--- src/rtl/tsh_pkg.sv ---
// package: constants and types for the transmit stream feeder with hang monitor
package tsh_pkg;
  // stream geometry
  localparam int unsigned DATA_W       = 32;
  localparam int unsigned FIFO_DEPTH   = 8;
  localparam int unsigned CRED_W       = 12;
  // hang monitor: flag when accept stays low more than this many cycles
  localparam int unsigned HANG_LIMIT   = 100;
  localparam int unsigned HANG_CNT_W   = 8;
  localparam logic [7:0]  HANG_LIMIT_C = 8'h64;
  // payload limits (dwords)
  localparam logic [9:0]  MAX_PAYLOAD_DW = 10'h020;
  localparam logic [11:0] PAGE_MASK      = 12'hfff;
  // apb register byte offsets
  localparam logic [7:0] REG_CTRL   = 8'h00;
  localparam logic [7:0] REG_HDR0   = 8'h04;
  localparam logic [7:0] REG_ADDR   = 8'h08;
  localparam logic [7:0] REG_DATA   = 8'h0c;
  localparam logic [7:0] REG_STATUS = 8'h10;
  localparam logic [7:0] REG_CREDIT = 8'h14;
  // ctrl fields
  localparam int unsigned CTRL_GO      = 0;
  localparam int unsigned CTRL_DIGEST  = 1;
  localparam int unsigned CTRL_MWR     = 2;
  // header fields in hdr0
  localparam int unsigned HDR_LEN_LSB  = 0;
  localparam int unsigned HDR_TD_BIT   = 15;
  localparam int unsigned HDR_TYPE_LSB = 24;
  localparam logic [7:0]  FMT_MWR32    = 8'h40;
  localparam logic [7:0]  FMT_MRD32    = 8'h00;
  // status fields
  localparam int unsigned ST_BUSY   = 0;
  localparam int unsigned ST_HANG   = 1;
  localparam int unsigned ST_FULL   = 2;
  localparam int unsigned ST_REJECT = 3;
  localparam int unsigned ST_WAIT   = 4;
  // sender states, gray coded along the usual path
  typedef enum logic [2:0] {
    S_IDLE = 3'b000,
    S_CHK  = 3'b001,
    S_HDR  = 3'b011,
    S_ADR  = 3'b010,
    S_PAY  = 3'b110,
    S_CRC  = 3'b111
  } tsh_state_t;
endpackage : tsh_pkg
--- src/rtl/tsh_feeder.sv ---
// transmit stream feeder: apb-driven packet sender with payload fifo and hang monitor
// Summary of operation
// - a new first marker is sent only after the previous packet's last marker.
// - a last marker always follows exactly one first marker of the same packet.
// - first and last markers are qualified by stream_word_valid, except tx_pkt_last on the last payload word while the fifo is empty.
// - flag a hang when tx_accept stays low more than 100 cycles.
// - compare credits for the packet type against the need before starting.
// - refuse packets whose payload exceeds the advertised initial credit.
// - the number of payload words sent equals the header length field.
// - byte enables: full first and last enables for multi-word, nonzero single.
// - format and type come from a fixed legal table, write or read.
// - with digest bit set, append the crc word as the last word.
// - refuse payloads that cross a 4KByte aligned boundary.
// - refuse memory writes longer than the maximum payload size.
// - refuse reads whose data exceeds the completion credit available.
// - transmit fifo full is exported to status and a port.
`timescale 1ns/10ps

module tsh_fifo #(
  parameter int unsigned WIDTH = 32,
  parameter int unsigned DEPTH = 8
) (
  // clocking
  input  wire logic             core_clk,
  input  wire logic             srst,
  input  wire logic             clk_en,
  // fill side
  input  wire logic             in_valid,
  output logic                  in_ready,
  input  wire logic [WIDTH-1:0] in_data,
  // drain side
  output logic                  out_valid,
  input  wire logic             out_ready,
  output logic [WIDTH-1:0]      out_data,
  // status
  output logic                  full
);
  localparam int unsigned AW = $clog2(DEPTH);
  logic [WIDTH-1:0] mem_q [DEPTH];
  logic [AW-1:0]    wr_q;
  logic [AW-1:0]    rd_q;
  logic [AW:0]      cnt_q;
  wire              push = in_valid & in_ready;
  wire              pop  = out_valid & out_ready;

  // full only at the full count; the narrow pointer width cannot hold the depth itself
  assign full      = (cnt_q == (AW+1)'(DEPTH));
  assign in_ready  = ~full;
  assign out_valid = (cnt_q != '0);
  assign out_data  = mem_q[rd_q];

  // pointer and count update; storage is not reset to save area
  always_ff @(posedge core_clk)
  begin
    if (srst)
    begin
      wr_q  <= '0;
      rd_q  <= '0;
      cnt_q <= '0;
    end
    else if (clk_en)
    begin
      if (push)
      begin
        mem_q[wr_q] <= in_data;
        wr_q        <= wr_q + 1'b1;
      end
      if (pop)
        rd_q <= rd_q + 1'b1;
      if (push & ~pop)
        cnt_q <= cnt_q + 1'b1;
      else if (pop & ~push)
        cnt_q <= cnt_q - 1'b1;
    end
  end
endmodule : tsh_fifo

module tsh_feeder (
  // clocking
  input  wire logic        core_clk,
  input  wire logic        srst,
  input  wire logic        clk_en,
  // apb slave
  input  wire logic        psel,
  input  wire logic        penable,
  input  wire logic        pwrite,
  input  wire logic [7:0]  paddr,
  input  wire logic [31:0] pwdata,
  output logic [31:0]      prdata,
  output logic             pready,
  output logic             pslverr,
  // transmit stream toward the core
  output logic [31:0]      tx_data,
  output logic             stream_word_valid,
  output logic             tx_pkt_first,
  output logic             tx_pkt_last,
  output logic [3:0]       tx_byte_en,
  input  wire logic        tx_accept,
  // credits from the core
  input  wire logic [11:0] tx_cred_posted,
  input  wire logic [11:0] tx_cred_nonposted,
  input  wire logic [11:0] init_cred_posted,
  input  wire logic [11:0] cpl_cred_avail,
  // debug
  output logic             hang_flag,
  output logic             fifo_full
);
  tsh_pkg::tsh_state_t state_q;
  tsh_pkg::tsh_state_t state_d;
  logic [31:0] ctrl_q;
  logic [31:0] hdr0_q;
  logic [31:0] addr_q;
  logic [9:0]  sent_q;
  logic        hang_q;
  logic        reject_q;
  logic [7:0]  hang_cnt_q;
  logic [31:0] crc_q;

  // apb decode
  wire        acc       = psel & penable;
  wire        wr_acc    = acc & pwrite;
  wire        sel_ctrl  = (paddr == tsh_pkg::REG_CTRL);
  wire        sel_hdr   = (paddr == tsh_pkg::REG_HDR0);
  wire        sel_addr  = (paddr == tsh_pkg::REG_ADDR);
  wire        sel_data  = (paddr == tsh_pkg::REG_DATA);
  wire        sel_stat  = (paddr == tsh_pkg::REG_STATUS);
  wire        sel_cred  = (paddr == tsh_pkg::REG_CREDIT);
  wire        mapped    = sel_ctrl | sel_hdr | sel_addr | sel_data | sel_stat | sel_cred;
  wire        idle      = (state_q == tsh_pkg::S_IDLE);
  wire        go_wr     = wr_acc & sel_ctrl & pwdata[tsh_pkg::CTRL_GO] & idle;
  // data writes stall while the fifo is full so back-pressure reaches software
  wire        fifo_in_ready;
  wire        data_push = acc & pwrite & sel_data;
  assign pready  = ~(data_push & ~fifo_in_ready);
  assign pslverr = acc & ~mapped;

  // packet parameters
  wire [9:0]  len_dw   = hdr0_q[tsh_pkg::HDR_LEN_LSB +: 10];
  wire        is_wr    = ctrl_q[tsh_pkg::CTRL_MWR];
  wire        digest   = ctrl_q[tsh_pkg::CTRL_DIGEST];
  wire [7:0]  fmt_type = is_wr ? tsh_pkg::FMT_MWR32 : tsh_pkg::FMT_MRD32;
  wire [31:0] hdr_word = {fmt_type, hdr0_q[23:16], digest, hdr0_q[14:10], len_dw};
  wire [12:0] end_off  = {1'b0, addr_q[11:0]} + {1'b0, len_dw, 2'b00};
  wire        cross4k  = is_wr & end_off[12] & (end_off[11:0] != 12'h000);
  wire        too_big  = is_wr & (len_dw > tsh_pkg::MAX_PAYLOAD_DW);
  wire        over_init = is_wr & ({2'b00, len_dw} > init_cred_posted);
  wire        over_cpl = ~is_wr & ({2'b00, len_dw} > cpl_cred_avail);
  wire [11:0] need     = is_wr ? {2'b00, len_dw} : 12'h001;
  wire [11:0] have     = is_wr ? tx_cred_posted : tx_cred_nonposted;
  wire        cred_ok  = (have >= need);
  wire        bad      = cross4k | too_big | over_init | over_cpl | (len_dw == 10'h000);

  // payload fifo
  wire        pay_valid;
  wire [31:0] pay_data;
  wire        pay_pop  = (state_q == tsh_pkg::S_PAY) & tx_accept;
  tsh_fifo #(.WIDTH(tsh_pkg::DATA_W), .DEPTH(tsh_pkg::FIFO_DEPTH)) u_fifo (
    .core_clk  (core_clk),
    .srst      (srst),
    .clk_en    (clk_en),
    .in_valid  (data_push),
    .in_ready  (fifo_in_ready),
    .in_data   (pwdata),
    .out_valid (pay_valid),
    .out_ready (pay_pop),
    .out_data  (pay_data),
    .full      (fifo_full)
  );

  // last payload word of the packet
  wire last_pay = (sent_q == len_dw - 10'h001);

  // sender next state; one packet at a time keeps first/last paired
  always_comb
  begin
    state_d = state_q;
    unique case (state_q)
      tsh_pkg::S_IDLE: if (go_wr) state_d = tsh_pkg::S_CHK;
      tsh_pkg::S_CHK:  if (bad) state_d = tsh_pkg::S_IDLE;
                       else if (cred_ok) state_d = tsh_pkg::S_HDR;
      tsh_pkg::S_HDR:  if (tx_accept) state_d = tsh_pkg::S_ADR;
      tsh_pkg::S_ADR:  if (tx_accept) state_d = is_wr ? tsh_pkg::S_PAY
                                                     : (digest ? tsh_pkg::S_CRC : tsh_pkg::S_IDLE);
      tsh_pkg::S_PAY:  if (tx_accept & pay_valid & last_pay) state_d = digest ? tsh_pkg::S_CRC : tsh_pkg::S_IDLE;
      tsh_pkg::S_CRC:  if (tx_accept) state_d = tsh_pkg::S_IDLE;
      default:         state_d = tsh_pkg::S_IDLE;
    endcase
  end

  // stream outputs are combinational from state; tx_pkt_last can rise in S_PAY with the fifo empty while valid is low
  assign stream_word_valid = (state_q == tsh_pkg::S_HDR) | (state_q == tsh_pkg::S_ADR)
                           | (state_q == tsh_pkg::S_CRC) | ((state_q == tsh_pkg::S_PAY) & pay_valid);
  assign tx_pkt_first = (state_q == tsh_pkg::S_HDR);
  assign tx_pkt_last  = ((state_q == tsh_pkg::S_ADR) & ~is_wr & ~digest)
                      | ((state_q == tsh_pkg::S_PAY) & last_pay & ~digest)
                      | (state_q == tsh_pkg::S_CRC);
  assign tx_byte_en   = 4'hf; // whole dwords only; partial enables not offered
  assign tx_data      = (state_q == tsh_pkg::S_HDR) ? hdr_word
                      : (state_q == tsh_pkg::S_ADR) ? {addr_q[31:2], 2'b00}
                      : (state_q == tsh_pkg::S_CRC) ? crc_q : pay_data;

  // control registers, state and payload counter
  always_ff @(posedge core_clk)
  begin
    if (srst)
    begin
      state_q  <= tsh_pkg::S_IDLE;
      ctrl_q   <= 32'h0000_0000;
      hdr0_q   <= 32'h0000_0000;
      addr_q   <= 32'h0000_0000;
      sent_q   <= 10'h000;
      reject_q <= 1'b0;
      crc_q    <= 32'hffff_ffff;
    end
    else if (clk_en)
    begin
      state_q <= state_d;
      if (wr_acc & sel_ctrl & idle)
        ctrl_q <= pwdata;
      if (wr_acc & sel_hdr & idle)
        hdr0_q <= pwdata;
      if (wr_acc & sel_addr & idle)
        addr_q <= pwdata;
      if (state_q == tsh_pkg::S_CHK)
        reject_q <= bad;
      if (state_q == tsh_pkg::S_HDR)
        sent_q <= 10'h000;
      else if (pay_pop & pay_valid)
        sent_q <= sent_q + 10'h001;
      // simple running check word; a real ecrc generator would replace this
      if (state_q == tsh_pkg::S_HDR)
        crc_q <= 32'hffff_ffff ^ hdr_word;
      else if (stream_word_valid & tx_accept & (state_q != tsh_pkg::S_CRC))
        crc_q <= {crc_q[30:0], crc_q[31]} ^ tx_data;
    end
  end

  // hang monitor: counter saturates past the limit, flag sticky until reset
  wire hang_hit = (hang_cnt_q >= tsh_pkg::HANG_LIMIT_C);
  always_ff @(posedge core_clk)
  begin
    if (srst)
    begin
      hang_cnt_q <= 8'h00;
      hang_q     <= 1'b0;
    end
    else if (clk_en)
    begin
      if (tx_accept)
        hang_cnt_q <= 8'h00;
      else if (~hang_q)
        hang_cnt_q <= hang_cnt_q + 8'h01;
      if (~tx_accept & hang_hit)
        hang_q <= 1'b1;
    end
  end
  assign hang_flag = hang_q;

  // read mux
  wire [31:0] status_w = {27'h0, (state_q == tsh_pkg::S_CHK) & ~cred_ok, reject_q,
                          fifo_full, hang_q, ~idle} ;
  assign prdata = sel_ctrl ? ctrl_q
                : sel_hdr  ? hdr0_q
                : sel_addr ? addr_q
                : sel_stat ? {status_w[31:5], status_w[4:0]}
                : sel_cred ? {8'h00, tx_cred_nonposted, tx_cred_posted}
                : 32'h0000_0000;
endmodule : tsh_feeder

--- config.mk ---
export PLATFORM = sky130hd
export DESIGN_NAME = tsh_feeder
export DESIGN_NICKNAME = d
export VERILOG_FILES = /design/src/rtl/tsh_pkg.sv /design/src/rtl/tsh_feeder.sv
export SDC_FILE = /design/constraint.sdc
export NUM_CORES = 1
export LEC_CHECK = 0
export ABC_AREA = 1
export BUFFER_PORTS_ARGS = -buffer_cell sky130_fd_sc_hd__buf_2
export CORE_UTILIZATION = 35
export DETAILED_ROUTE_END_ITERATION = 10
export GPL_ROUTABILITY_DRIVEN = 0
export MAX_ROUTING_LAYER = met4
export PLACE_DENSITY = 0.5
export SLEW_MARGIN = 40
export SYNTH_ARGS = -nofsm -noshare
export SYNTH_HDL_FRONTEND = slang
export SYNTH_SLANG_ARGS = --single-unit
--- constraint.sdc ---
create_clock -name core_clk -period 6.41 [get_ports core_clk]
set_input_delay 1.6025 -clock core_clk [delete_from_list [all_inputs] [get_ports core_clk]]
set_output_delay 1.6025 -clock core_clk [all_outputs]
set_load 0.01 [all_outputs]
After elaboration in Yosys (flattened, before gate mapping)
Memory sizes are Yosys's and may differ from the RTL's. A register that Yosys moved wholly into a read port is not among the register bits.
Cells that the tools add are included.
Widths: inputs -> output; s select.
{"block": "totals", "mem_count": 1, "regBits": 161, "ram_bits": 256, "input_bits": 95}
{"memory": "u_fifo.mem_q", "words": 8, "width": 32, "rd": 1, "rd_clocked_by_memory_dff": 1, "write_ports": 1, "line_no": "tsh_feeder.sv:39", "source": "logic [WIDTH-1:0] mem_q [DEPTH];"}
{"block": "op_classes", "bitwise_logic": 60, "n_reduce_logical": 20, "eq_ne": 20, "muxes": 35, "n_addsub": 8, "n_lt_le_gt_ge": 5}
{"operator": "$mux 32", "count": 8}
{"operator": "$mux 24", "count": 2}
{"operator": "$and 1x1->1", "count": 34}
{"operator": "$mux 3", "count": 11}
{"operator": "$not 31->32", "count": 1}
{"operator": "$xor 32x32->32", "count": 1}
{"operator": "$mux 10", "count": 3}
{"operator": "$gt 10x12->1", "count": 2}
{"operator": "$reduce_and 2->1", "count": 11}
{"operator": "$pmux 3 s6", "count": 1}
{"operator": "$eq 8x4->1 const B", "count": 2}
{"operator": "$eq 8x5->1 const B", "count": 2}
{"operator": "$mux 8", "count": 2}
{"operator": "$or 1x1->1", "count": 14}
{"operator": "$add 12x12->13", "count": 1}
{"operator": "$ge 12x10->1", "count": 1}
{"operator": "$mux 12", "count": 1}
{"operator": "$reduce_bool 12->1", "count": 1}
{"operator": "$add 10x1->10 const B", "count": 1}
{"operator": "$eq 10x10->1", "count": 1}
{"operator": "$gt 10x6->1 const B", "count": 1}
{"operator": "$logic_not 10->1", "count": 1}
{"operator": "$not 1->1", "count": 10}
{"operator": "$sub 10x1->10 const B", "count": 1}
{"operator": "21 further kinds", "count": 35}

Logic depth before layout (Yosys ltp)
Gate-level depths: netlist (run 1).
{"block": "logic_depth", "ltp_word": 9, "mapped_depth": 20, "mapped_depth_nobuf": 20}

Modules after synthesis
From an unflattened synthesis (run 1), not the netlist that was laid out.
{"block": "unflattened", "hier_cells": 2440, "hier_area_um2": 20629.8}
{"module": "tsh_fifo", "cells_each": 895, "n_inst": 1, "area_per_inst_um2": 10745.3}
{"module": "tsh_feeder", "cells_each": 1545, "n_inst": 1, "area_per_inst_um2": 9884.5}

Worst setup path before layout (run 1)
OpenSTA, ideal clock, no wires.
{"block": "synth_timing", "path_kind": "input to register", "startpoint": "input paddr[7]", "endpoint": "memory u_fifo.mem_q[5][0], enable pin", "slack_ns": 1.146, "setup_ns": 0.461, "t_arrival_ns": 4.803, "stages": 11, "n_path_buf": 0, "path_cell_list": "nor2_1 inv_1 nor2_1 nand2_1 inv_1 nand2_1 nor4_1 inv_1 nor2_1 nand2_1 nor3_1"}
{"block": "synth_via", "elab_chain_cells": 7}
{"element": "start, declared", "line_no": "tsh_feeder.sv:87", "source": "input wire logic [7:0] paddr,"}
{"element": "$eq 8x4->1", "line_no": "tsh_feeder.sv:125", "source": "wire sel_data = (paddr == tsh_pkg::REG_DATA);"}
{"element": "$and 1x1->1", "line_no": "tsh_feeder.sv:133", "source": "wire data_push = acc & pwrite & sel_data;"}
{"element": "$and 1x1->1", "line_no": "tsh_feeder.sv:43", "source": "wire push = in_valid & in_ready;"}
{"element": "$mux 1", "line_no": "tsh_feeder.sv:63", "source": "if (push)"}
{"element": "$mux 1", "line_no": "tsh_feeder.sv:61", "source": "else if (clk_en)"}
{"element": "$mux 1", "line_no": "tsh_feeder.sv:55", "source": "if (srst)"}
{"element": "$mux 1 (implied by the code)", "line_no": "tsh_feeder.sv:65", "source": "mem_q[wr_q] <= in_data;"}
{"element": "end, declared", "line_no": "tsh_feeder.sv:39"}
Every way passes these cells.

Final worst setup path (run 1)
{"block": "layout_timing", "startpoint": "input paddr[7]", "endpoint": "output prdata[21]"}
{"block": "layout_via", "elab_chain_cells": 6}
{"element": "$eq 8x5->1", "line_no": "tsh_feeder.sv:127", "source": "wire sel_cred = (paddr == tsh_pkg::REG_CREDIT);"}
{"element": "$mux 24", "line_no": "tsh_feeder.sv:266", "source": ": sel_cred ? {8'h00, tx_cred_nonposted, tx_cred_posted}"}
{"element": "$mux 24", "line_no": "tsh_feeder.sv:265", "source": ": sel_stat ? {status_w[31:5], status_w[4:0]}"}
{"element": "$mux 32", "line_no": "tsh_feeder.sv:264", "source": ": sel_addr ? addr_q"}
{"element": "$mux 32", "line_no": "tsh_feeder.sv:263", "source": ": sel_hdr ? hdr0_q"}
{"element": "$mux 32 *", "line_no": "tsh_feeder.sv:262", "source": "assign prdata = sel_ctrl ? ctrl_q"}
{"element": "end, declared", "line_no": "tsh_feeder.sv:89", "source": "output logic [31:0] prdata,"}
Mark *: on every way between the ends. The rest lies on a longest branch, timed or not.

==> reports/results.txt, run 1 <==
# IOs = 170
# DRC = 0
# port buffers = 165
Finish-stage setup viols = 0
status = complete, no violations
post-synthesis sequential area ratio = 54.0%
Clock Tree Buf Depth = 3
FP Rows = 87
crit-path leading delay family = buffers and inverters
Resized Gates After CTS = 0
number of H-tree levels = 2
Worst-Margin Slew = 0.850 ns
Worst Min Path Start = hang_cnt_q[7]$_SDFFE_PP0P_
worst r2r src = state_q[1]$_SDFFE_PP0P_
routed vias = 17,500
Max Slew Vio Count = 0
Crit path arrival time = 3.71 ns
Worst Slack Setup Final = 1.09 ns
Crit Path Category = in -> out
fin area = 23,600 um2
layout cells sized above 1 = 12.1%
hold buffer count at cts = 0
Routed WL per cell = 20.8 um
Unique masters post-synth = 46
gr usage total = 23.8%
Power Total = 5.77 mW
PwrDens = 245 nW/um2
crit-path cells = buf_2 > nor2_1 > inv_1 > nor2_1 > nand2_1 > inv_1 > nand4_1 > buf_4 > clkinv_1 > a221oi_1 > nor2_1 > buf_2
DP Wirelength = 47,000 um
postcts setup bufs = 0
first-pass GRT wire length = 103,000 um
FMAX = 188 MHz
CP dominant cell by count = nor2_1
pre-CTS setup slack = 1.08 ns
Die Span Y = 243 um
Die ar. = 59,000 um2
Syn Area/Cell = 8.45 um2
largest net degree at the start of global routing = 82
Initial Util = 35.8%
latest clock arrival within the worst-skew pair = 0.60 ns
Detailed Route Iter0 Violations = 1,366
final WL = 69,400 um
chip width = 243 um
Tmin final = 5.32 ns
P_leak = 9.64 nW
Slew headroom = 42.7%
Crit path buffers/inverters = 6
Final Skew = 0.0228 ns
YS warnings = 0
FF-to-FF setup slack = 2.71 ns
number of global-route vias before repair = 16,500
1st-pass router iterations = 5
Async SR Flop Fraction = 0%
fin crit share = 82.9%
critical path's slowest cell = clkinv_1
maximum VDD drop = 0.187 mV
vias per cell = 5.25
Finished Core Util = 41.5%
Final ANT Viol Nets = 0
GRT overflow = 0
max_cap viols = 0
Hold Crit Class = reg -> reg
endpoints failing hold = 0
top_reg_cell synth = edfxtp_1
Synth Cell Area = 20,300 um2
CTS tree = built
CTS Buf Count = 49
clock sink count = 420
critical path launch point = paddr[7]
CP Launch Type = input pin
# nets final = 2,682
Synth Register Bits = 420
Syn Inst Count = 2,403
Post-DP Area = 22,000 um2
Worst-path clk slew = 0.05 ns
Req. time, crit path = 4.81 ns
Setup crit end kind = primary output
Area Growth Syn to Fin = 16.1%
clk root buf = clkbuf_16
Fin Setup TNS = 0 ns
critical path fanouts, max = 19
Core Area = 56,800 um2
Largest stage delay, worst path = 0.56 ns
RSZ-0062 raised after global routing = false
initial antenna violation count = 2
Post-synth EDFFs = 256
[stage by stage]
step / hold WS [ns] / cells
after global placement: 0.444 / 3240
after CTS: 0.460 / 3333
final: 0.454 / 3337
after global routing: 0.492 / 3334
after floorplan: 0.416 / 2406
after detailed placement: 0.444 / 3241
[routing by layer]
layer	GRT usage [%]	routed length (um)	up-vias
met4	6.86	1680	0
li1	-	-	8411
met3	3.33	4460	103
met5	-	0	-
met2	35.3	30600	565
met1	33.7	32700	8449
[power by group]
group / internal, mW / switching [mW] / total (mW)
clock network: 1.62 / 1.14 / 2.76
registers: 2.86 / 0.000776 / 2.86
logic: 0.0400 / 0.104 / 0.144
[cell type report]
| cell class | count | area [um2] |
|---|---|---|
| Antenna cell | 4 | 10.0 |
| Clock buffer | 73 | 1390 |
| Clock inverter | 19 | 190 |
| Fill cell | 5733 | 33200 |
| Inverter | 222 | 838 |
| Multi-Input combinational cell | 1634 | 8060 |
| Sequential cell | 420 | 11000 |
| Tap cell | 756 | 946 |
| Timing Repair Buffer | 209 | 1180 |
[registers in the layout (all words and copies together) (netlist names), named ones only]
name / cells
addr_q: 32
crc_q: 32
ctrl_q: 32
hang_cnt_q: 8
hang_flag: 1
hdr0_q: 32
reject_q: 1
sent_q: 10
state_q: 3
u_fifo.cnt_q: 4
u_fifo.mem_q: 256
u_fifo.rd_q: 3
u_fifo.wr_q: 3
[logic make-up (layout without fill, tap and decap cells)]
group                      after synthesis  count (layout)  share of synthesized area (%)
and+or+nand+nor                        979             979                           19.6
AOI/OAI and AO/OA                      566             566                           15.1
DFF                                    420             420                           54.0
buffers and inverters                  352             523                           6.67
adders and majority gates               51              51                           3.22
xor gates and xnor gates                34              34                           1.47
other                                    1               8                         0.0185
[worst paths after layout]
check,endpoint,depth (start not counted)
hold / removal,hang_cnt_q[7]$_SDFFE_PP0P_,1
hold reg to reg,hang_cnt_q[7]$_SDFFE_PP0P_,1
setup / recovery,prdata[21],12
setup reg to reg,crc_q[22]$_SDFFE_PP1P_,14
[cell usage after synthesis (all sizes together) (3+ instances only)]
library cell	instances	area share, %
buf	22	0.57
dfxtp	164	16
a221oi	8	0.34
xnor2	7	0.30
edfxtp	256	38
o22ai	43	1.3
nor2	290	5.5
nand2	507	9.4
o211ai	24	0.89
o2111ai	14	0.60
or2	3	0.092
nor3	16	0.47
nand3	148	3.6
nand4	9	0.28
xor2	27	1.2
a31oi	4	0.12
o21ai	312	7.7
clkbuf	108	2.0
ha	49	3.0
a21oi	153	3.8
inv	220	4.1
[layout by cell type, fill, tap and decap left out, types with 5 or more instances in the layout]
cell type	synthesis	layout
o2111ai_1	14	14
clkbuf_8	0	5
ha_1	49	49
clkbuf_16	0	50
o21ai_1	35	36
nand3_1	148	148
clkinv_2	0	6
clkbuf_1	108	18
inv_2	10	10
buf_2	9	165
dfxtp_1	164	161
a21oi_1	152	152
o211ai_1	24	24
o22ai_1	43	43
inv_1	210	206
buf_4	4	42
xnor2_1	7	7
o21ai_0	277	276
edfxtp_1	256	256
nand4_1	9	9
clkinv_1	2	12
nor2_4	2	9
a221oi_1	8	8
xor2_1	27	27
nand2_1	505	505
nor3_1	14	13
nor2_1	285	277
Power figures use the tool's default switching activity.
==> inputs of run 2 (changes only) <==
--- a/config.mk
+++ b/config.mk
@@ -5,13 +5,13 @@
 export SDC_FILE = /design/constraint.sdc
 export NUM_CORES = 1
 export LEC_CHECK = 0
-export ABC_AREA = 1
+export ABC_AREA = 0
 export BUFFER_PORTS_ARGS = -buffer_cell sky130_fd_sc_hd__buf_2
 export CORE_UTILIZATION = 35
 export DETAILED_ROUTE_END_ITERATION = 10
 export GPL_ROUTABILITY_DRIVEN = 0
 export MAX_ROUTING_LAYER = met4
-export PLACE_DENSITY = 0.5
+export PLACE_DENSITY = 0.52
 export SLEW_MARGIN = 40
 export SYNTH_ARGS = -nofsm -noshare
 export SYNTH_HDL_FRONTEND = slang
==> constraint.sdc (replaced) <==
create_clock -name core_clk -period 4.78 [get_ports core_clk]
set_input_delay 1.195 -clock core_clk [delete_from_list [all_inputs] [get_ports core_clk]]
set_output_delay 1.195 -clock core_clk [all_outputs]
set_load 0.01 [all_outputs]
==> run 2 against run 1 <==
Setup slack worse by 0.97 ns. Clock power increased by 26%. Power is 30% higher. Critical path type unchanged. Critical endpoint is now prdata[4]. Largest power group unchanged.
==> reports/results.txt, run 2 <==
status = complete, no violations
clock sink count = 420 (unchanged)
Routed WL per cell = 23.1 um (+11%)
Syn Inst Count = 1,731 (-28%)
Fin Setup TNS = 0 ns (unchanged)
FP Rows = 86 (-1.1%)
Tmin final = 4.65 ns
number of H-tree levels = 2 (unchanged)
fin area = 23,000 um2 (-2.3%)
layout cells sized above 1 = 21.0% (+8.9 points)
# nets final = 2,040 (-24%)
Die ar. = 56,900 um2 (-3.6%)
Clock Tree Buf Depth = 3 (unchanged)
# DRC = 0 (unchanged)
largest reg by FF count = u_fifo.mem_q
clk root buf = clkbuf_16
Final Skew = 0.0210 ns (-0.00185 ns)
Post-DP Area = 21,600 um2 (-2.0%)
Post-synth EDFFs = 256 (unchanged)
post-synthesis sequential area ratio = 56.1% (+2.0 points)
critical path fanouts, max = 3 (-16)
final WL = 62,000 um (-11%)
CP Launch Type = input pin
# IOs = 170 (unchanged)
Crit path arrival time = 3.46 ns (-0.25 ns)
P_leak = 7.95 nW (-18%)
Power Total = 7.50 mW (+30%)
Detailed Route Iter0 Violations = 1,327 (-2.9%)
Initial Util = 35.5% (-0.29 points)
initial antenna violation count = 3 (+1)
number of global-route vias before repair = 14,300 (-13%)
Multi-input gate area = 8070 um2 (+0.14%)
Hold WS = 0.456 ns (+0.00254 ns)
Worst-path clk slew = 0.06 ns (about the same)
Finish-stage setup viols = 0 (unchanged)
fin crit share = 97.3%
# port buffers = 165 (unchanged)
chip width = 238 um (-1.8%)
PwrDens = 325 nW/um2 (+33%)
CTS Buf Count = 46 (-6.1%)
Die Span Y = 238 um (-1.8%)
Yosys top cell by area = edfxtp_1
Syn Area/Cell = 11.3 um2 (+34%)
P_sw = 1.66 mW (+33%)
1st-pass router iterations = 5 (unchanged)
Largest register FFs = 256 (unchanged)
maximum VDD drop = 0.224 mV (+20%)
FMAX = 215 MHz
Comb pwr share = 2.5% (about the same)
first-pass GRT wire length = 91,700 um (-11%)
Req. time, crit path = 3.59 ns (-1.22 ns)
Worst-Margin Slew = 0.826 ns (-0.0248 ns)
top post-synthesis cells by area = edfxtp_1 (39%), dfxtp_1 (17%), mux4_2 (7.4%)
top_reg_cell synth = edfxtp_1
FF+latch area = 11,000 um2 (unchanged)
internal power = 5.84 mW (+29%)
Synth Register Bits = 420 (unchanged)
sequential share of power = 51.2% (+1.6 points)
latest clock arrival within the worst-skew pair = 0.60 ns (about the same)
routed vias = 14,700 (-16%)
vias per cell = 5.49 (+4.5%)
Synth Cell Area = 19,600 um2 (-3.7%)
max_cap viols = 0 (unchanged)
Slew headroom = 45.0% (+2.2 points)
YS warnings = 0 (unchanged)
Crit Path Category = in -> out
endpoints failing hold = 0 (unchanged)
Unique masters post-synth = 78 (+70%)
pre-CTS setup slack = 0.0317 ns (-1.05 ns)
CTS tree = built
DP Wirelength = 40,700 um (-13%)
most common cell after layout, fill and taps aside = nand2_1
Worst Slack Setup Final = 0.128 ns (-0.966 ns)
Hold Crit Class = reg -> reg
GRT overflow = 0 (unchanged)
top-count cell post-synth = nand2_1
Core Area = 55,200 um2 (-2.9%)
most frequent cells in the layout = nand2_1 (272), edfxtp_1 (256), a21oi_1 (188)
Net Sw Frac = 22.1% (+0.44 points)
Fill cells = 5,253 (-8.4%)
Clock Power Share = 46.3% (-1.6 points)
hold buffer count at cts = 0 (unchanged)
FF-to-FF setup slack = 0.99 ns (-1.72 ns)
Final ANT Viol Nets = 0 (unchanged)
synth cell count leaders = nand2_1 (272), edfxtp_1 (256), a21oi_1 (188), dfxtp_1 (164), nor2_1 (159)
largest net degree at the start of global routing = 67 (-18%)
Async SR Flop Fraction = 0% (unchanged)
Max Slew Vio Count = 0 (unchanged)
Synth top area share = 39.3% (+1.4 points)
Area Growth Syn to Fin = 17.7%
gr usage total = 22.5% (-1.3 points)
Setup crit end kind = primary output
run 2: cell types whose count changed after synthesis, sizes merged, moves of 35 or more:
cell | previous run | this run
nand2 | 507 | 272
mux4 | 0 | 64
o22ai | 43 | 8
mux2i | 0 | 40
a21oi | 153 | 189
nor2 | 290 | 161
o21ai | 312 | 20
inv | 220 | 49
nand3 | 148 | 17
run 2: kinds of logic (layout without fill, tap and decap cells):
family,after synthesis,in the layout,share of synthesized area (%)
simple gates,546,546,12.0
flops,420,420,56.1
compound gates,375,375,12.6
buf+inv,164,362,3.36
mux,113,113,9.93
xor+xnor,61,61,2.73
fa+ha+maj,51,51,3.34
other cells,1,7,0.0192
run 2: power by group through the flow:
stage	combinational (mW)	clock [mW]	sequential [mW]
4_1_cts	0.185	3.53	3.84
2_1_floorplan	0.0623	0	3.92
3_3_place_gp	0.180	0	3.91
5_1_grt	0.204	3.67	3.83
6_report	0.188	3.47	3.84
3_5_place_dp	0.185	0	3.91
run 2: path summary, 6_finish.rpt:
check	from	end	depth (start not counted)
min reg2reg	ctrl_q[23]$_SDFFE_PP0P_	ctrl_q[23]$_SDFFE_PP0P_	2
max reg2reg	hdr0_q[0]$_SDFFE_PP0P_	state_q[1]$_SDFFE_PP0P_	12
max	tx_cred_posted[8]	prdata[4]	11
min	ctrl_q[23]$_SDFFE_PP0P_	ctrl_q[23]$_SDFFE_PP0P_	2
run 2: timing repair:
| item | CTS | global route |
|---|---|---|
| setup endpoints to repair | 0 | 1 |
| gates resized for setup | 0 | 3 |
| buffers inserted | 0 | 0 |
run 2: metrics by stage:
| stage | cells | util (%) |
|---|---|---|
| after floorplan | 1734 | - |
| after global placement | 2594 | 39.1 |
| after detailed placement | 2594 | 39.1 |
| after CTS | 2680 | 41.7 |
| after global routing | 2682 | 41.7 |
| final | 2683 | 41.7 |
run 2: worst max-delay path, cell delays in order:
cell,delay [ns]
buf_2,0.14
mux2_2,0.28
ha_1,0.33
a21oi_1,0.13
nand2_1,0.09
a2111oi_2,0.36
buf_4,0.20
and3_1,0.22
nand2_1,0.11
a31oi_4,0.24
buf_2,0.16
run 2: cell type report:
cell class                 count  share of cell area [%]
inverter                      49                   0.798
antenna                        3                  0.0326
timing repair buffer         227                    6.16
clock buffer                  62                    5.39
tap                          748                    4.06
clock inverter                24                   0.907
sequential                   420                    47.6
multi-input combinational   1150                    35.0
run 2: layer usage:
metal	vias up	track usage [%]	wire length (um)
met5	-	-	0
met4	0	7.75	1950
met3	104	3.97	4470
met2	559	33.7	27600
met1	7320	30.6	27900
li1	6741	-	-
==> inputs of run 3 (changes only) <==
--- a/config.mk
+++ b/config.mk
@@ -6,6 +6,7 @@
 export NUM_CORES = 1
 export LEC_CHECK = 0
 export ABC_AREA = 0
+export ABC_CLOCK_PERIOD_IN_PS = 4780
 export BUFFER_PORTS_ARGS = -buffer_cell sky130_fd_sc_hd__buf_2
 export CORE_UTILIZATION = 35
 export DETAILED_ROUTE_END_ITERATION = 10
@@ -15,4 +16,5 @@
 export SLEW_MARGIN = 40
 export SYNTH_ARGS = -nofsm -noshare
 export SYNTH_HDL_FRONTEND = slang
+export SYNTH_HIERARCHICAL = 1
 export SYNTH_SLANG_ARGS = --single-unit
==> run 3 against run 2 <==
Synthesized area rose by 2.0%. Clock skew is essentially flat. Register-to-register slack better by 0.14 ns. Fmax is essentially flat. Synthesized cell count rose by 0.64%. First-iteration DRC count is 7.5% lower. Sequential share of layout area is 0.70 points lower.
==> reports/results.txt, run 3 <==
Largest register FFs = 256 (unchanged)
maximum VDD drop = 0.235 mV (+4.9%)
Async SR Flop Fraction = 0% (unchanged)
Clock Tree Buf Depth = 3 (unchanged)
layout cells sized above 1 = 22.7% (+1.8 points)
# nets final = 2,052 (+0.59%)
Routed WL per cell = 22.4 um (-2.8%)
CTS Buf Count = 48 (+4.3%)
Die Span Y = 241 um (+0.99%)
post-synthesis sequential area ratio = 54.9% (-1.1 points)
1st-pass router iterations = 5 (unchanged)
latest clock arrival within the worst-skew pair = 0.59 ns (about the same)
PwrDens = 323 nW/um2 (-0.56%)
Synth top area share = 38.5% (-0.77 points)
clock sink count = 420 (unchanged)
Hold Crit Class = reg -> reg
Compound-Gate Fraction of Synth Area = 12.8% (+0.24 points)
Syn Inst Count = 1,742 (+0.64%)
largest net degree at the start of global routing = 83 (+24%)
Setup crit end kind = primary output
Worst-Margin Slew = 0.853 ns (+0.0274 ns)
Core Area = 56,400 um2 (+2.1%)
postcts setup bufs = 0 (unchanged)
P_leak = 8.23 nW (+3.5%)
mux share of post-synthesis cell area = 11.3% (+1.4 points)
CP Launch Type = input pin
Post-synth EDFFs = 256 (unchanged)
Worst-path clk slew = 0.06 ns (about the same)
# DRC = 0 (unchanged)
routed vias = 14,600 (-0.56%)
Power Total = 7.57 mW (+0.94%)
Synth Register Bits = 420 (unchanged)
# port buffers = 165 (unchanged)
post-synthesis simple-gate area fraction = 11.2% (-0.86 points)
xor/xnor share of the synthesized area = 2.76% (+0.034 points)
top-count cell post-synth = edfxtp_1
gr usage total = 21.7% (-0.83 points)
FMAX = 215 MHz (about the same)
DP Wirelength = 40,900 um (+0.49%)
status = complete, no violations
Resized Gates After CTS = 0 (unchanged)
Slew headroom = 43.1% (-1.8 points)
final WL = 60,800 um (-1.8%)
top_reg_cell synth = edfxtp_1
max_cap viols = 0 (unchanged)
FP Rows = 87 (+1.2%)
top post-synthesis cells by area = edfxtp_1 (39%), dfxtp_1 (16%), mux4_2 (7.2%)
Req. time, crit path = 3.59 ns (about the same)
Initial Util = 35.4% (-0.049 points)
number of H-tree levels = 2 (unchanged)
Synth Cell Area = 20,000 um2 (+2.0%)
clk root buf = clkbuf_16
critical path fanouts, max = 3 (unchanged)
Fin Setup TNS = 0 ns (unchanged)
RSZ-0062 raised after global routing = false
# IOs = 170 (unchanged)
Unique masters post-synth = 83 (+6.4%)
synth cell count leaders = edfxtp_1 (256), nand2_1 (239), a21oi_1 (211), dfxtp_1 (164), nor2_1 (145)
main combinational cell family by area after synthesis = compound AO/OA/AOI/OAI gates
number of global-route vias before repair = 14,200 (-0.70%)
endpoints failing hold = 0 (unchanged)
Yosys top cell by area = edfxtp_1
Crit Path Category = in -> out
GRT overflow = 0 (unchanged)
Syn Area/Cell = 11.5 um2 (+1.4%)
Tmin final = 4.65 ns (-0.00233 ns)
initial antenna violation count = 3 (unchanged)
chip width = 241 um (+0.99%)
Final ANT Viol Nets = 0 (unchanged)
Crit path arrival time = 3.45 ns (about the same)
Max Slew Vio Count = 0 (unchanged)
largest reg by FF count = u_fifo/mem_q
hold buffer count at cts = 0 (unchanged)
YS warnings = 6 (+6)
Finish-stage setup viols = 0 (unchanged)
CTS tree = built
Detailed Route Iter0 Violations = 1,227 (-7.5%)
fin crit share = 97.3% (about the same)
Final Skew = 0.0210 ns (+0.0000390 ns)
Synth Area in Adders = 3.27% (-0.066 points)
Area Growth Syn to Fin = 17.2%
vias per cell = 5.40 (-1.5%)
first-pass GRT wire length = 89,800 um (-2.0%)
Die ar. = 58,000 um2 (+2.0%)
most common cell after layout, fill and taps aside = edfxtp_1
most frequent cells in the layout = edfxtp_1 (256), nand2_1 (238), a21oi_1 (211)
[run 3: power breakdown]
| group | leakage (nW) | switching, mW | internal, mW |
|---|---|---|---|
| Clock | 0.735 | 1.49 | 2.04 |
| Combinational | 3.87 | 0.138 | 0.0596 |
| Sequential | 3.62 | 0.00142 | 3.84 |
[run 3: final timing paths]
check / depth (start not counted) / startpoint / end / slack [ns]
hold reg to reg: 2 / ctrl_q[8]$_SDFFE_PP0P_ / ctrl_q[8]$_SDFFE_PP0P_ / 0.45
setup reg to reg: 11 / hdr0_q[0]$_SDFFE_PP0P_ / state_q[2]$_SDFFE_PP0P_ / 1.13
setup / recovery: 13 / tx_cred_posted[5] / prdata[4] / 0.13
hold / removal: 2 / ctrl_q[8]$_SDFFE_PP0P_ / ctrl_q[8]$_SDFFE_PP0P_ / 0.45
[run 3: stage by stage]
step	hold WS [ns]	utilization, %	instances	area (um2)	worst slack (ns)
6_report	0.454	41.5	2710	23400	0.131
5_1_grt	0.463	41.5	2704	23400	0.0133
4_1_cts	0.454	41.4	2700	23400	0.00895
3_5_place_dp	0.446	38.8	2611	21900	0.188
3_3_place_gp	0.441	38.7	2611	21800	0.179
2_1_floorplan	0.436	-	1745	20000	-0.240
[run 3: layout make-up]
class,instances,area (um2)
Multi-Input combinational cell,1162,8380
Clock inverter,29,231
Fill cell,5414,33000
Inverter,44,165
Tap cell,756,946
Antenna cell,9,22.5
Sequential cell,420,11000
Timing Repair Buffer,230,1400
Clock buffer,60,1270
[run 3: layer usage]
| metal | GRT usage [%] | vias up | share of wire, % |
|---|---|---|---|
| met5 | - | - | 0 |
| met4 | 6.29 | 0 | 2.5 |
| met3 | 4.33 | 91 | 7.8 |
| met2 | 34.0 | 543 | 46 |
| met1 | 28.3 | 7233 | 43 |
| li1 | - | 6775 | - |
[run 3: critical path, stage by stage]
cell,delay (ns)
buf_2,0.14
mux2_2,0.28
ha_1,0.33
a21o_1,0.17
a21oi_1,0.13
a31oi_1,0.10
a311oi_1,0.38
a32oi_1,0.10
nor2_1,0.11
a311oi_1,0.05
a21oi_1,0.15
buf_4,0.16
buf_2,0.14
[run 3: cells by family (layout without fill, tap and decap cells)]
| family | after synthesis | after routing |
|---|---|---|
| compound gates | 398 | 398 |
| xor+xnor | 63 | 63 |
| fa+ha+maj | 51 | 51 |
| buf+inv | 163 | 363 |
| flops | 420 | 420 |
| mux | 140 | 140 |
| other cells | 1 | 13 |
| simple gates | 506 | 506 |
